--- config.mk ---
export PLATFORM = sky130hd
export DESIGN_NAME = rcm_monitor
export DESIGN_NICKNAME = d
export VERILOG_FILES = /design/src/core/rcm_pkg.sv /design/src/core/rcm_monitor.sv
export SDC_FILE = /design/constraint.sdc
export NUM_CORES = 1
export LEC_CHECK = 0
export BUFFER_PORTS_ARGS = -buffer_cell sky130_fd_sc_hd__buf_2
export CAP_MARGIN = 10
export CELL_PAD_IN_SITES_DETAIL_PLACEMENT = 0
export CELL_PAD_IN_SITES_GLOBAL_PLACEMENT = 1
export CORE_MARGIN = 5
export CORE_UTILIZATION = 30
export CTS_CLUSTER_DIAMETER = 100
export CTS_CLUSTER_SIZE = 8
export DETAILED_ROUTE_END_ITERATION = 6
export PLACE_DENSITY = 0.72
export RECOVER_POWER = 50
export SLEW_MARGIN = 20
export SYNTH_ARGS = -nofsm -noshare
export SYNTH_HDL_FRONTEND = slang
export SYNTH_SLANG_ARGS = --single-unit
export TNS_END_PERCENT = 30
--- constraint.sdc ---
create_clock -name clk_i -period 5.6 [get_ports clk_i]
set_clock_uncertainty 0.2 [all_clocks]
set_input_delay 0.28 -clock clk_i [delete_from_list [all_inputs] [get_ports clk_i]]
set_output_delay 0.28 -clock clk_i [all_outputs]
set_load 0.02 [all_outputs]
--- src/core/rcm_pkg.sv ---
package rcm_pkg;

  // ****************************************************************
  // field layout of the threshold, nominal, qualify and window words
  // ****************************************************************
  localparam int LOS_ACC_LSB = 16;
  localparam int LOS_ACC_MSB = 28;
  localparam int LOS_REJ_LSB = 0;
  localparam int LOS_REJ_MSB = 12;
  localparam int LOS_NOM_W = 13;
  localparam int LOS_GOOD_LSB = 4;
  localparam int LOS_FAIL_LSB = 0;
  localparam int LOS_TIMES_W = 4;
  localparam int LOS_DIV_LSB = 3;
  localparam int LOS_DIV_W = 5;
  localparam int LOS_MASK_BIT = 0;
  localparam int ACT_MASK_BIT = 20;
  localparam int ACT_DIV_LSB = 0;
  localparam int ACT_DIV_W = 19;

  // ****************************************************************
  // reset values
  // ****************************************************************
  localparam logic LOS_STS_RST = 1'h1;
  localparam logic ACT_STS_RST = 1'h1;
  localparam logic ACT_EVT_RST = 1'h1;
  localparam logic REF_INVALID_RST = 1'h1;

  // ****************************************************************
  // timing: the activity window is about 10 ms of system clock
  // ****************************************************************
  localparam int CLK_PERIOD_NS = 10;
  localparam int ACT_WINDOW_MS = 10;
  localparam int ACT_WINDOW_CYC = ACT_WINDOW_MS * 1000000 / CLK_PERIOD_NS;
  localparam int ACT_ACC_CYC = ACT_WINDOW_CYC / 100;
  localparam int ACT_REJ_CYC = ACT_WINDOW_CYC / 10;

  // ****************************************************************
  // counter widths
  // ****************************************************************
  localparam int LOS_CNT_W = 16;
  localparam int ACT_CNT_W = 24;
  localparam int ACT_DIV_RSVD = 19'h7FFFF;

endpackage

--- src/core/rcm_monitor.sv ---
`timescale 1ns/1ps
// Notes on behaviour
// RULE1 - accept when count within nominal plus/minus accept
// RULE2 - reject when count outside nominal plus/minus reject
// RULE3 - loss compares against 13-bit nominal count
// RULE4 - zero nominal disables loss, status held set
// RULE5 - software sets loss mask with zero nominal
// RULE6 - software soft-resets activity unit while reprogramming
// RULE7 - activity status reads 1 disqualified, resets 1
// RULE8 - event sticky while disqualified, write-one clears
// RULE9 - clear ignored while disqualified persists
// RULE10 - event set out of reset, software clears
// RULE11 - activity mask bit keeps activity status out of reference invalid
// RULE12 - software sets activity divider near 100Hz
// RULE13 - divider zero means one; 0x7FFFF reserved
// RULE14 - loss status uses good/fail counts, zero=one
// RULE15 - loss window is one divided clock period
// RULE16 - reference invalid when unmasked monitor disqualifies
// RULE17 - one activity window qualifies or disqualifies
// RULE18 - neutral window leaves status and counters unchanged
module rcm_monitor #(
  parameter int ACT_NOM = rcm_pkg::ACT_WINDOW_CYC,
  parameter int ACT_ACC = rcm_pkg::ACT_ACC_CYC,
  parameter int ACT_REJ = rcm_pkg::ACT_REJ_CYC
) (
  input wire logic clk_i,
  input wire logic nrst_i,
  input wire logic ref_clk_i,
  input wire logic [31:0] loss_threshold_config_i,
  input wire logic [31:0] loss_nominal_config_i,
  input wire logic [7:0] loss_qualify_config_i,
  input wire logic [15:0] loss_window_config_i,
  input wire logic [31:0] activity_window_config_i,
  input wire logic activity_unit0_soft_reset_i,
  input wire logic activity_event_clear_i,
  output logic loss_status_o,
  output logic activity_status_o,
  output logic activity_event_o,
  output logic ref_invalid_o
);

  // ****************************************************************
  // field extraction
  // ****************************************************************
  logic [rcm_pkg::LOS_NOM_W-1:0] los_acc;
  logic [rcm_pkg::LOS_NOM_W-1:0] los_rej;
  logic [rcm_pkg::LOS_NOM_W-1:0] los_nom;
  logic [rcm_pkg::LOS_TIMES_W-1:0] los_good_times;
  logic [rcm_pkg::LOS_TIMES_W-1:0] los_fail_times;
  logic [rcm_pkg::LOS_DIV_W-1:0] los_div;
  logic los_mask;
  logic act_mask;
  logic [rcm_pkg::ACT_DIV_W-1:0] act_div;

  assign los_acc = loss_threshold_config_i[rcm_pkg::LOS_ACC_MSB:
                                           rcm_pkg::LOS_ACC_LSB];
  assign los_rej = loss_threshold_config_i[rcm_pkg::LOS_REJ_MSB:
                                           rcm_pkg::LOS_REJ_LSB];
  assign los_nom = loss_nominal_config_i[rcm_pkg::LOS_NOM_W-1:0]; // [RULE3]
  assign los_good_times = loss_qualify_config_i[
    rcm_pkg::LOS_GOOD_LSB +: rcm_pkg::LOS_TIMES_W];
  assign los_fail_times = loss_qualify_config_i[
    rcm_pkg::LOS_FAIL_LSB +: rcm_pkg::LOS_TIMES_W];
  assign los_div = loss_window_config_i[
    rcm_pkg::LOS_DIV_LSB +: rcm_pkg::LOS_DIV_W];
  assign los_mask = loss_window_config_i[rcm_pkg::LOS_MASK_BIT];
  assign act_mask = activity_window_config_i[rcm_pkg::ACT_MASK_BIT];
  assign act_div = activity_window_config_i[
    rcm_pkg::ACT_DIV_LSB +: rcm_pkg::ACT_DIV_W];

  // ****************************************************************
  // monitored clock edge detection
  // ****************************************************************
  logic ref_prev_ff;
  logic ref_rise;

  always_ff @(posedge clk_i or negedge nrst_i) begin
    if (!nrst_i) begin
      ref_prev_ff <= 1'h0;
    end else begin
      ref_prev_ff <= ref_clk_i;
    end
  end

  assign ref_rise = ref_clk_i & ~ref_prev_ff;

  // ****************************************************************
  // loss window: divided monitored clock
  // ****************************************************************
  logic [rcm_pkg::LOS_DIV_W-1:0] los_div_cnt_ff;
  logic [rcm_pkg::LOS_DIV_W-1:0] los_div_last;
  logic los_tick;

  // zero and one both divide by one
  assign los_div_last = (los_div == 5'h00) ? 5'h00 : los_div - 5'h01;
  assign los_tick = ref_rise && (los_div_cnt_ff >= los_div_last); // [RULE15]

  always_ff @(posedge clk_i or negedge nrst_i) begin
    if (!nrst_i) begin
      los_div_cnt_ff <= '0;
    end else if (los_tick) begin
      los_div_cnt_ff <= '0;
    end else if (ref_rise) begin
      los_div_cnt_ff <= los_div_cnt_ff + 5'h01;
    end
  end

  // ****************************************************************
  // loss window: system clock period counter
  // ****************************************************************
  logic [rcm_pkg::LOS_CNT_W-1:0] los_cnt_ff;
  logic los_armed_ff;

  // saturates so a very slow reference still lands as rejected
  always_ff @(posedge clk_i or negedge nrst_i) begin
    if (!nrst_i) begin
      los_cnt_ff <= '0;
    end else if (los_tick) begin
      los_cnt_ff <= 16'h0001;
    end else if (los_cnt_ff != 16'hFFFF) begin
      los_cnt_ff <= los_cnt_ff + 16'h0001;
    end
  end

  // the first tick only opens a window; there is no count to judge yet
  always_ff @(posedge clk_i or negedge nrst_i) begin
    if (!nrst_i) begin
      los_armed_ff <= 1'h0;
    end else if (los_tick) begin
      los_armed_ff <= 1'h1;
    end
  end

  // ****************************************************************
  // loss window classification
  // ****************************************************************
  logic [rcm_pkg::LOS_CNT_W:0] los_dev;
  logic los_accept;
  logic los_reject;

  always_comb begin
    if (los_cnt_ff >= {3'h0, los_nom}) begin
      los_dev = {1'h0, los_cnt_ff} - {4'h0, los_nom};
    end else begin
      los_dev = {4'h0, los_nom} - {1'h0, los_cnt_ff};
    end
  end

  assign los_accept = los_tick && los_armed_ff &&
                      (los_dev <= {4'h0, los_acc}); // [RULE1]
  assign los_reject = los_tick && los_armed_ff &&
                      (los_dev > {4'h0, los_rej}); // [RULE2]

  // ****************************************************************
  // loss qualification counters and status
  // ****************************************************************
  logic [rcm_pkg::LOS_TIMES_W-1:0] los_good_ff;
  logic [rcm_pkg::LOS_TIMES_W-1:0] los_fail_ff;
  logic [rcm_pkg::LOS_TIMES_W-1:0] good_need;
  logic [rcm_pkg::LOS_TIMES_W-1:0] fail_need;
  logic los_sts_ff;
  logic los_disabled;

  assign good_need = (los_good_times == 4'h0) ? 4'h1 : los_good_times;
  assign fail_need = (los_fail_times == 4'h0) ? 4'h1 : los_fail_times;
  assign los_disabled = (los_nom == 13'h0000); // [RULE4]

  // reject is checked first: a window with acc > rej margins may be both
  always_ff @(posedge clk_i or negedge nrst_i) begin
    if (!nrst_i) begin
      los_good_ff <= '0;
      los_fail_ff <= '0;
      los_sts_ff <= rcm_pkg::LOS_STS_RST;
    end else if (los_disabled) begin
      los_good_ff <= '0;
      los_fail_ff <= '0;
      los_sts_ff <= 1'h1; // [RULE4]
    end else if (los_reject) begin
      los_good_ff <= '0; // [RULE14]
      if (los_fail_ff + 4'h1 >= fail_need) begin
        los_fail_ff <= '0;
        los_sts_ff <= 1'h1; // [RULE14]
      end else begin
        los_fail_ff <= los_fail_ff + 4'h1;
      end
    end else if (los_accept) begin
      if (los_good_ff + 4'h1 >= good_need) begin
        los_good_ff <= '0;
        los_fail_ff <= '0;
        los_sts_ff <= 1'h0; // [RULE14]
      end else begin
        los_good_ff <= los_good_ff + 4'h1;
      end
    end
    // neither accepted nor rejected: nothing moves [RULE18]
  end

  // ****************************************************************
  // activity window: divided monitored clock
  // ****************************************************************
  logic [rcm_pkg::ACT_DIV_W-1:0] act_div_cnt_ff;
  logic [rcm_pkg::ACT_DIV_W-1:0] act_div_last;
  logic act_tick;
  logic act_srst;

  // the reserved divider value is not trapped; behaviour is undefined
  assign act_div_last = (act_div == 19'h00000) ? 19'h00000
                        : act_div - 19'h00001; // [RULE13]
  assign act_tick = ref_rise && (act_div_cnt_ff >= act_div_last);
  // soft reset holds the unit idle while software reprograms it
  assign act_srst = activity_unit0_soft_reset_i; // [RULE6]

  always_ff @(posedge clk_i or negedge nrst_i) begin
    if (!nrst_i) begin
      act_div_cnt_ff <= '0;
    end else if (act_srst || act_tick) begin
      act_div_cnt_ff <= '0;
    end else if (ref_rise) begin
      act_div_cnt_ff <= act_div_cnt_ff + 19'h00001;
    end
  end

  // ****************************************************************
  // activity window: system clock period counter
  // ****************************************************************
  logic [rcm_pkg::ACT_CNT_W-1:0] act_cnt_ff;
  logic act_armed_ff;

  always_ff @(posedge clk_i or negedge nrst_i) begin
    if (!nrst_i) begin
      act_cnt_ff <= '0;
    end else if (act_srst) begin
      act_cnt_ff <= '0;
    end else if (act_tick) begin
      act_cnt_ff <= 24'h000001;
    end else if (act_cnt_ff != 24'hFFFFFF) begin
      act_cnt_ff <= act_cnt_ff + 24'h000001;
    end
  end

  always_ff @(posedge clk_i or negedge nrst_i) begin
    if (!nrst_i) begin
      act_armed_ff <= 1'h0;
    end else if (act_srst) begin
      act_armed_ff <= 1'h0;
    end else if (act_tick) begin
      act_armed_ff <= 1'h1;
    end
  end

  // ****************************************************************
  // activity classification and status
  // ****************************************************************
  localparam logic [rcm_pkg::ACT_CNT_W:0] ACT_NOM_W =
    (rcm_pkg::ACT_CNT_W+1)'(ACT_NOM);
  localparam logic [rcm_pkg::ACT_CNT_W:0] ACT_ACC_W =
    (rcm_pkg::ACT_CNT_W+1)'(ACT_ACC);
  localparam logic [rcm_pkg::ACT_CNT_W:0] ACT_REJ_W =
    (rcm_pkg::ACT_CNT_W+1)'(ACT_REJ);

  logic [rcm_pkg::ACT_CNT_W:0] act_dev;
  logic act_accept;
  logic act_reject;
  logic act_sts_ff;

  always_comb begin
    if ({1'h0, act_cnt_ff} >= ACT_NOM_W) begin
      act_dev = {1'h0, act_cnt_ff} - ACT_NOM_W;
    end else begin
      act_dev = ACT_NOM_W - {1'h0, act_cnt_ff};
    end
  end

  assign act_accept = act_tick && act_armed_ff && (act_dev <= ACT_ACC_W);
  assign act_reject = act_tick && act_armed_ff && (act_dev > ACT_REJ_W);

  always_ff @(posedge clk_i or negedge nrst_i) begin
    if (!nrst_i) begin
      act_sts_ff <= rcm_pkg::ACT_STS_RST; // [RULE7]
    end else if (act_srst) begin
      act_sts_ff <= 1'h1;
    end else if (act_reject) begin
      act_sts_ff <= 1'h1; // [RULE17]
    end else if (act_accept) begin
      act_sts_ff <= 1'h0; // [RULE17]
    end
    // a neutral window keeps the status [RULE18]
  end

  // ****************************************************************
  // activity event: sticky, write one to clear
  // ****************************************************************
  logic act_evt_ff;

  // the live condition outranks a clear arriving in the same cycle
  always_ff @(posedge clk_i or negedge nrst_i) begin
    if (!nrst_i) begin
      act_evt_ff <= rcm_pkg::ACT_EVT_RST; // [RULE10]
    end else if (act_sts_ff) begin
      act_evt_ff <= 1'h1; // [RULE8] [RULE9]
    end else if (activity_event_clear_i) begin
      act_evt_ff <= 1'h0; // [RULE8]
    end
  end

  // ****************************************************************
  // reference validity
  // ****************************************************************
  logic ref_invalid_ff;

  always_ff @(posedge clk_i or negedge nrst_i) begin
    if (!nrst_i) begin
      ref_invalid_ff <= rcm_pkg::REF_INVALID_RST;
    end else begin
      ref_invalid_ff <= (los_sts_ff & ~los_mask) |
                        (act_sts_ff & ~act_mask); // [RULE16] [RULE11]
    end
  end

  assign loss_status_o = los_sts_ff;
  assign activity_status_o = act_sts_ff;
  assign activity_event_o = act_evt_ff;
  assign ref_invalid_o = ref_invalid_ff;

endmodule

==> results.toml <==
[status]
outcome = "finished, violations left"
failed_checks = "max-capacitance violations, max-slew violations"

[logic_synthesis]
synthAdderAreaFrac_pct = 15.1
ys.flop_type = "dfrtp_1"
muxShareOfSynthArea_pct = 2.37
netlist_area_um2 = 8290
synth_cell_types = 76
netlist_top_cells_area = "dfrtp_1 23%, ha_1 15%, nor2_1 5.9%, xnor2_1 4.9%, inv_1 4.2%"
ys_seq_area_share_pct = 23.9
syn_avg_cell_area_um2 = 7.83
yosys.area.top_type_share_pct = 22.6
synth-simple-area-share_pct = 24.7
synthCells = 1059
synth_compound_area_share_pct = 18.9
synth_nets = 1283
async_flop_share_pct = 100
synth_largest_area_cell = "dfrtp_1"
synth_edf_count = 0
yosysMostFrequentCell = "nor2_1"
synth_top_family_by_area = "simple AND/OR/NAND/NOR gates"
synth_xor_area_share_pct = 8.66
yosysWarnings = 0
ys_top_cells_by_count = "131 x nor2_1, 97 x ha_1, 92 x inv_1, 86 x nand2_1, 75 x dfrtp_1"
ys_ff_latch = 79

[sta]
worst_slew_pin_slew_ns = 3.67
fmax_mhz = 197
rsz0062_at_grt = "no"
worst_hold_slack_ns = 0.0663
drv_slew = 78
finalWorstSetupSlack_ns = 0.534
fin_tns_setup_ns = 0
finalHoldViolCount = 0
period_needed_ns = 5.07
setup_viol_count_final = 0
relSlewSlack_pct = -145
period_share_pct = 90.5

[detailed_routing]
drt_iter0_drc = 393
vias_per_cell = 4.96
dr.pass1.iters = 4
wl_per_cell_um = 14.4
drcViolationCount = 0
ant_nets = 0
num_vias = 7499
wl_um = 21700

[critical_path]
cp.arrival_ns = 5.09
cp.required_ns = 5.62
cp_max_fo = 6
crit_path_start = "los_cnt_ff[10]"
endpoint = "los_fail_ff[0]"
crit_type = "reg2reg"
r2r_cells = 18
start_kind = "register"
end_kind = "register"
rrSetupSlack_ns = 0.53
reg2reg_to = "los_fail_ff[0]"
reg2reg_from = "los_cnt_ff[10]"

[layout]
diodes = 0
regArea_um2 = 1980
syn2layout_area_growth_pct = 14.4
drive_gt1_share_pct = 12.7
fin_area_um2 = 9490
fill_cells = 2875
final_core_util_pct = 35.0
multi_input_area_um2 = 5780
final_cells = 1511
nets = 1358

[pwr]
power_mw = 2.31
vdd_drop_max_mv = 0.157
powerDensity_nw_per_um2 = 244
leakagePower_nw = 4.50

[place]
portBuffers = 81
place_ws_ns = 0.366
place_area_um2 = 9120
place.gp.congestion = 0.874
place_inst = 1490
dp_hpwl_um = 17200

[clock_tree]
clock_latency_ns = 0.34
clkTransAtPathRegs_ns = 0.06
cts_tree = "yes"
cts_made_buffers = 9
cts_resized = 0
clock_path_buffers = 2
cts_sinks = 79
htreeDepth = 3
root_buffer = "clkbuf_16"

[floorplanning]
die_y_um = 176
die_area_um2 = 31100
pin_count = 129
coreArea_um2 = 27100
die_w_um = 176
row_count = 60
initial_core_util_pct = 30.6

[grt]
antenna_found_initial = 0
grt_pass1_wl_um = 36300
track_usage_pct = 14.0
overflow = 0
grt_max_degree = 78
grt_pass1_vias = 7440

[run]
maxCapViolCount = 1

[min_path]
min_path_type = "in2async"
## how the worst min path moves through the flow
stage / startpoint / endpoint / slack [ns] / depth (start not counted)
after floorplan: nrst_i / act_armed_ff / -0.22 / 0
after global placement: nrst_i / act_div_cnt_ff[18] / -0.13 / 1
after detailed placement: nrst_i / act_div_cnt_ff[18] / -0.13 / 1
after CTS: nrst_i / act_div_cnt_ff[17] / 0.05 / 2
after global routing: nrst_i / act_div_cnt_ff[17] / 0.06 / 2
final: nrst_i / act_div_cnt_ff[18] / 0.07 / 2
## worst max-delay path: stages (launching register included)
cell,delay (ns)
dfrtp_1,0.41
ha_1,0.32
a21o_1,0.17
a21oi_1,0.18
o21ai_0,0.18
a2111oi_2,0.50
o211a_1,0.41
mux2_2,0.41
ha_1,0.30
nor2b_1,0.14
o21a_1,0.16
o21ai_0,0.16
nand2b_1,0.08
a211oi_1,0.25
o211ai_1,0.14
a31oi_1,0.25
o2111a_1,0.28
a21oi_1,0.15
mux2_2,0.29
## report_power, final
group          switching (mW)  internal [mW]  leakage [nW]  total [mW]
Sequential             0.0642          0.630          1.06       0.694
Combinational           0.540          0.433          3.29       0.973
Clock                   0.253          0.394         0.150       0.647
## layout make-up
class,count,area share (%)
clock buffer,10,2.41
clock inverter,6,0.976
inverter,92,3.64
multi-input combinational,848,61.0
sequential,79,20.9
tap,372,4.91
timing repair buffer,104,6.21
## state kept, by name (all words and copies together) (netlist names)
| register | count |
|---|---|
| los_div_cnt_ff | 5 |
| act_armed_ff | 1 |
| los_fail_ff | 4 |
| ref_invalid_o | 1 |
| act_div_cnt_ff | 19 |
| ref_prev_ff | 1 |
| los_good_ff | 4 |
| activity_status_o | 1 |
| los_armed_ff | 1 |
| los_cnt_ff | 16 |
| act_cnt_ff | 24 |
| loss_status_o | 1 |
| activity_event_o | 1 |
## placed cells by master, fill, tap and decap left out, types with 13 or more instances in the layout
cell,count
xor2_1,36
nor2_1,131
buf_4,17
nand2_1,86
xnor2_1,46
mux2i_1,14
buf_2,79
nand2b_1,17
dfrtp_1,75
nand3_1,38
a21oi_1,64
nand4_1,19
ha_1,97
o21ai_0,49
a21o_1,26
inv_1,92
nor3_1,33
nor2b_1,13
## what timing repair did
action	4_1_cts	5_1_grt
hold endpoints to repair	5	0
buffers inserted	0	0
hold buffers	5	0
setup endpoints to repair	0	0
## cell families (layout without fill, tap and decap cells)
group                    Yosys count  in the layout
AO/OA/AOI/OAI                    237            237
XOR/XNOR                          82             82
adder cells (fa/ha/maj)           99             99
buffers and inverters            132            212
flip-flops                        79             79
multiplexers                      19             19
AND/OR/NAND/NOR                  411            411
## routing by layer
layer	vias to the layer above	GRT usage, %	wire, um
met3	20	2.48	825
met2	131	23.8	10300
met5	-	0	0
met4	0	3.41	337
met1	3469	18.3	10300
li1	3879	-	-
Power figures use the tool's default switching activity.
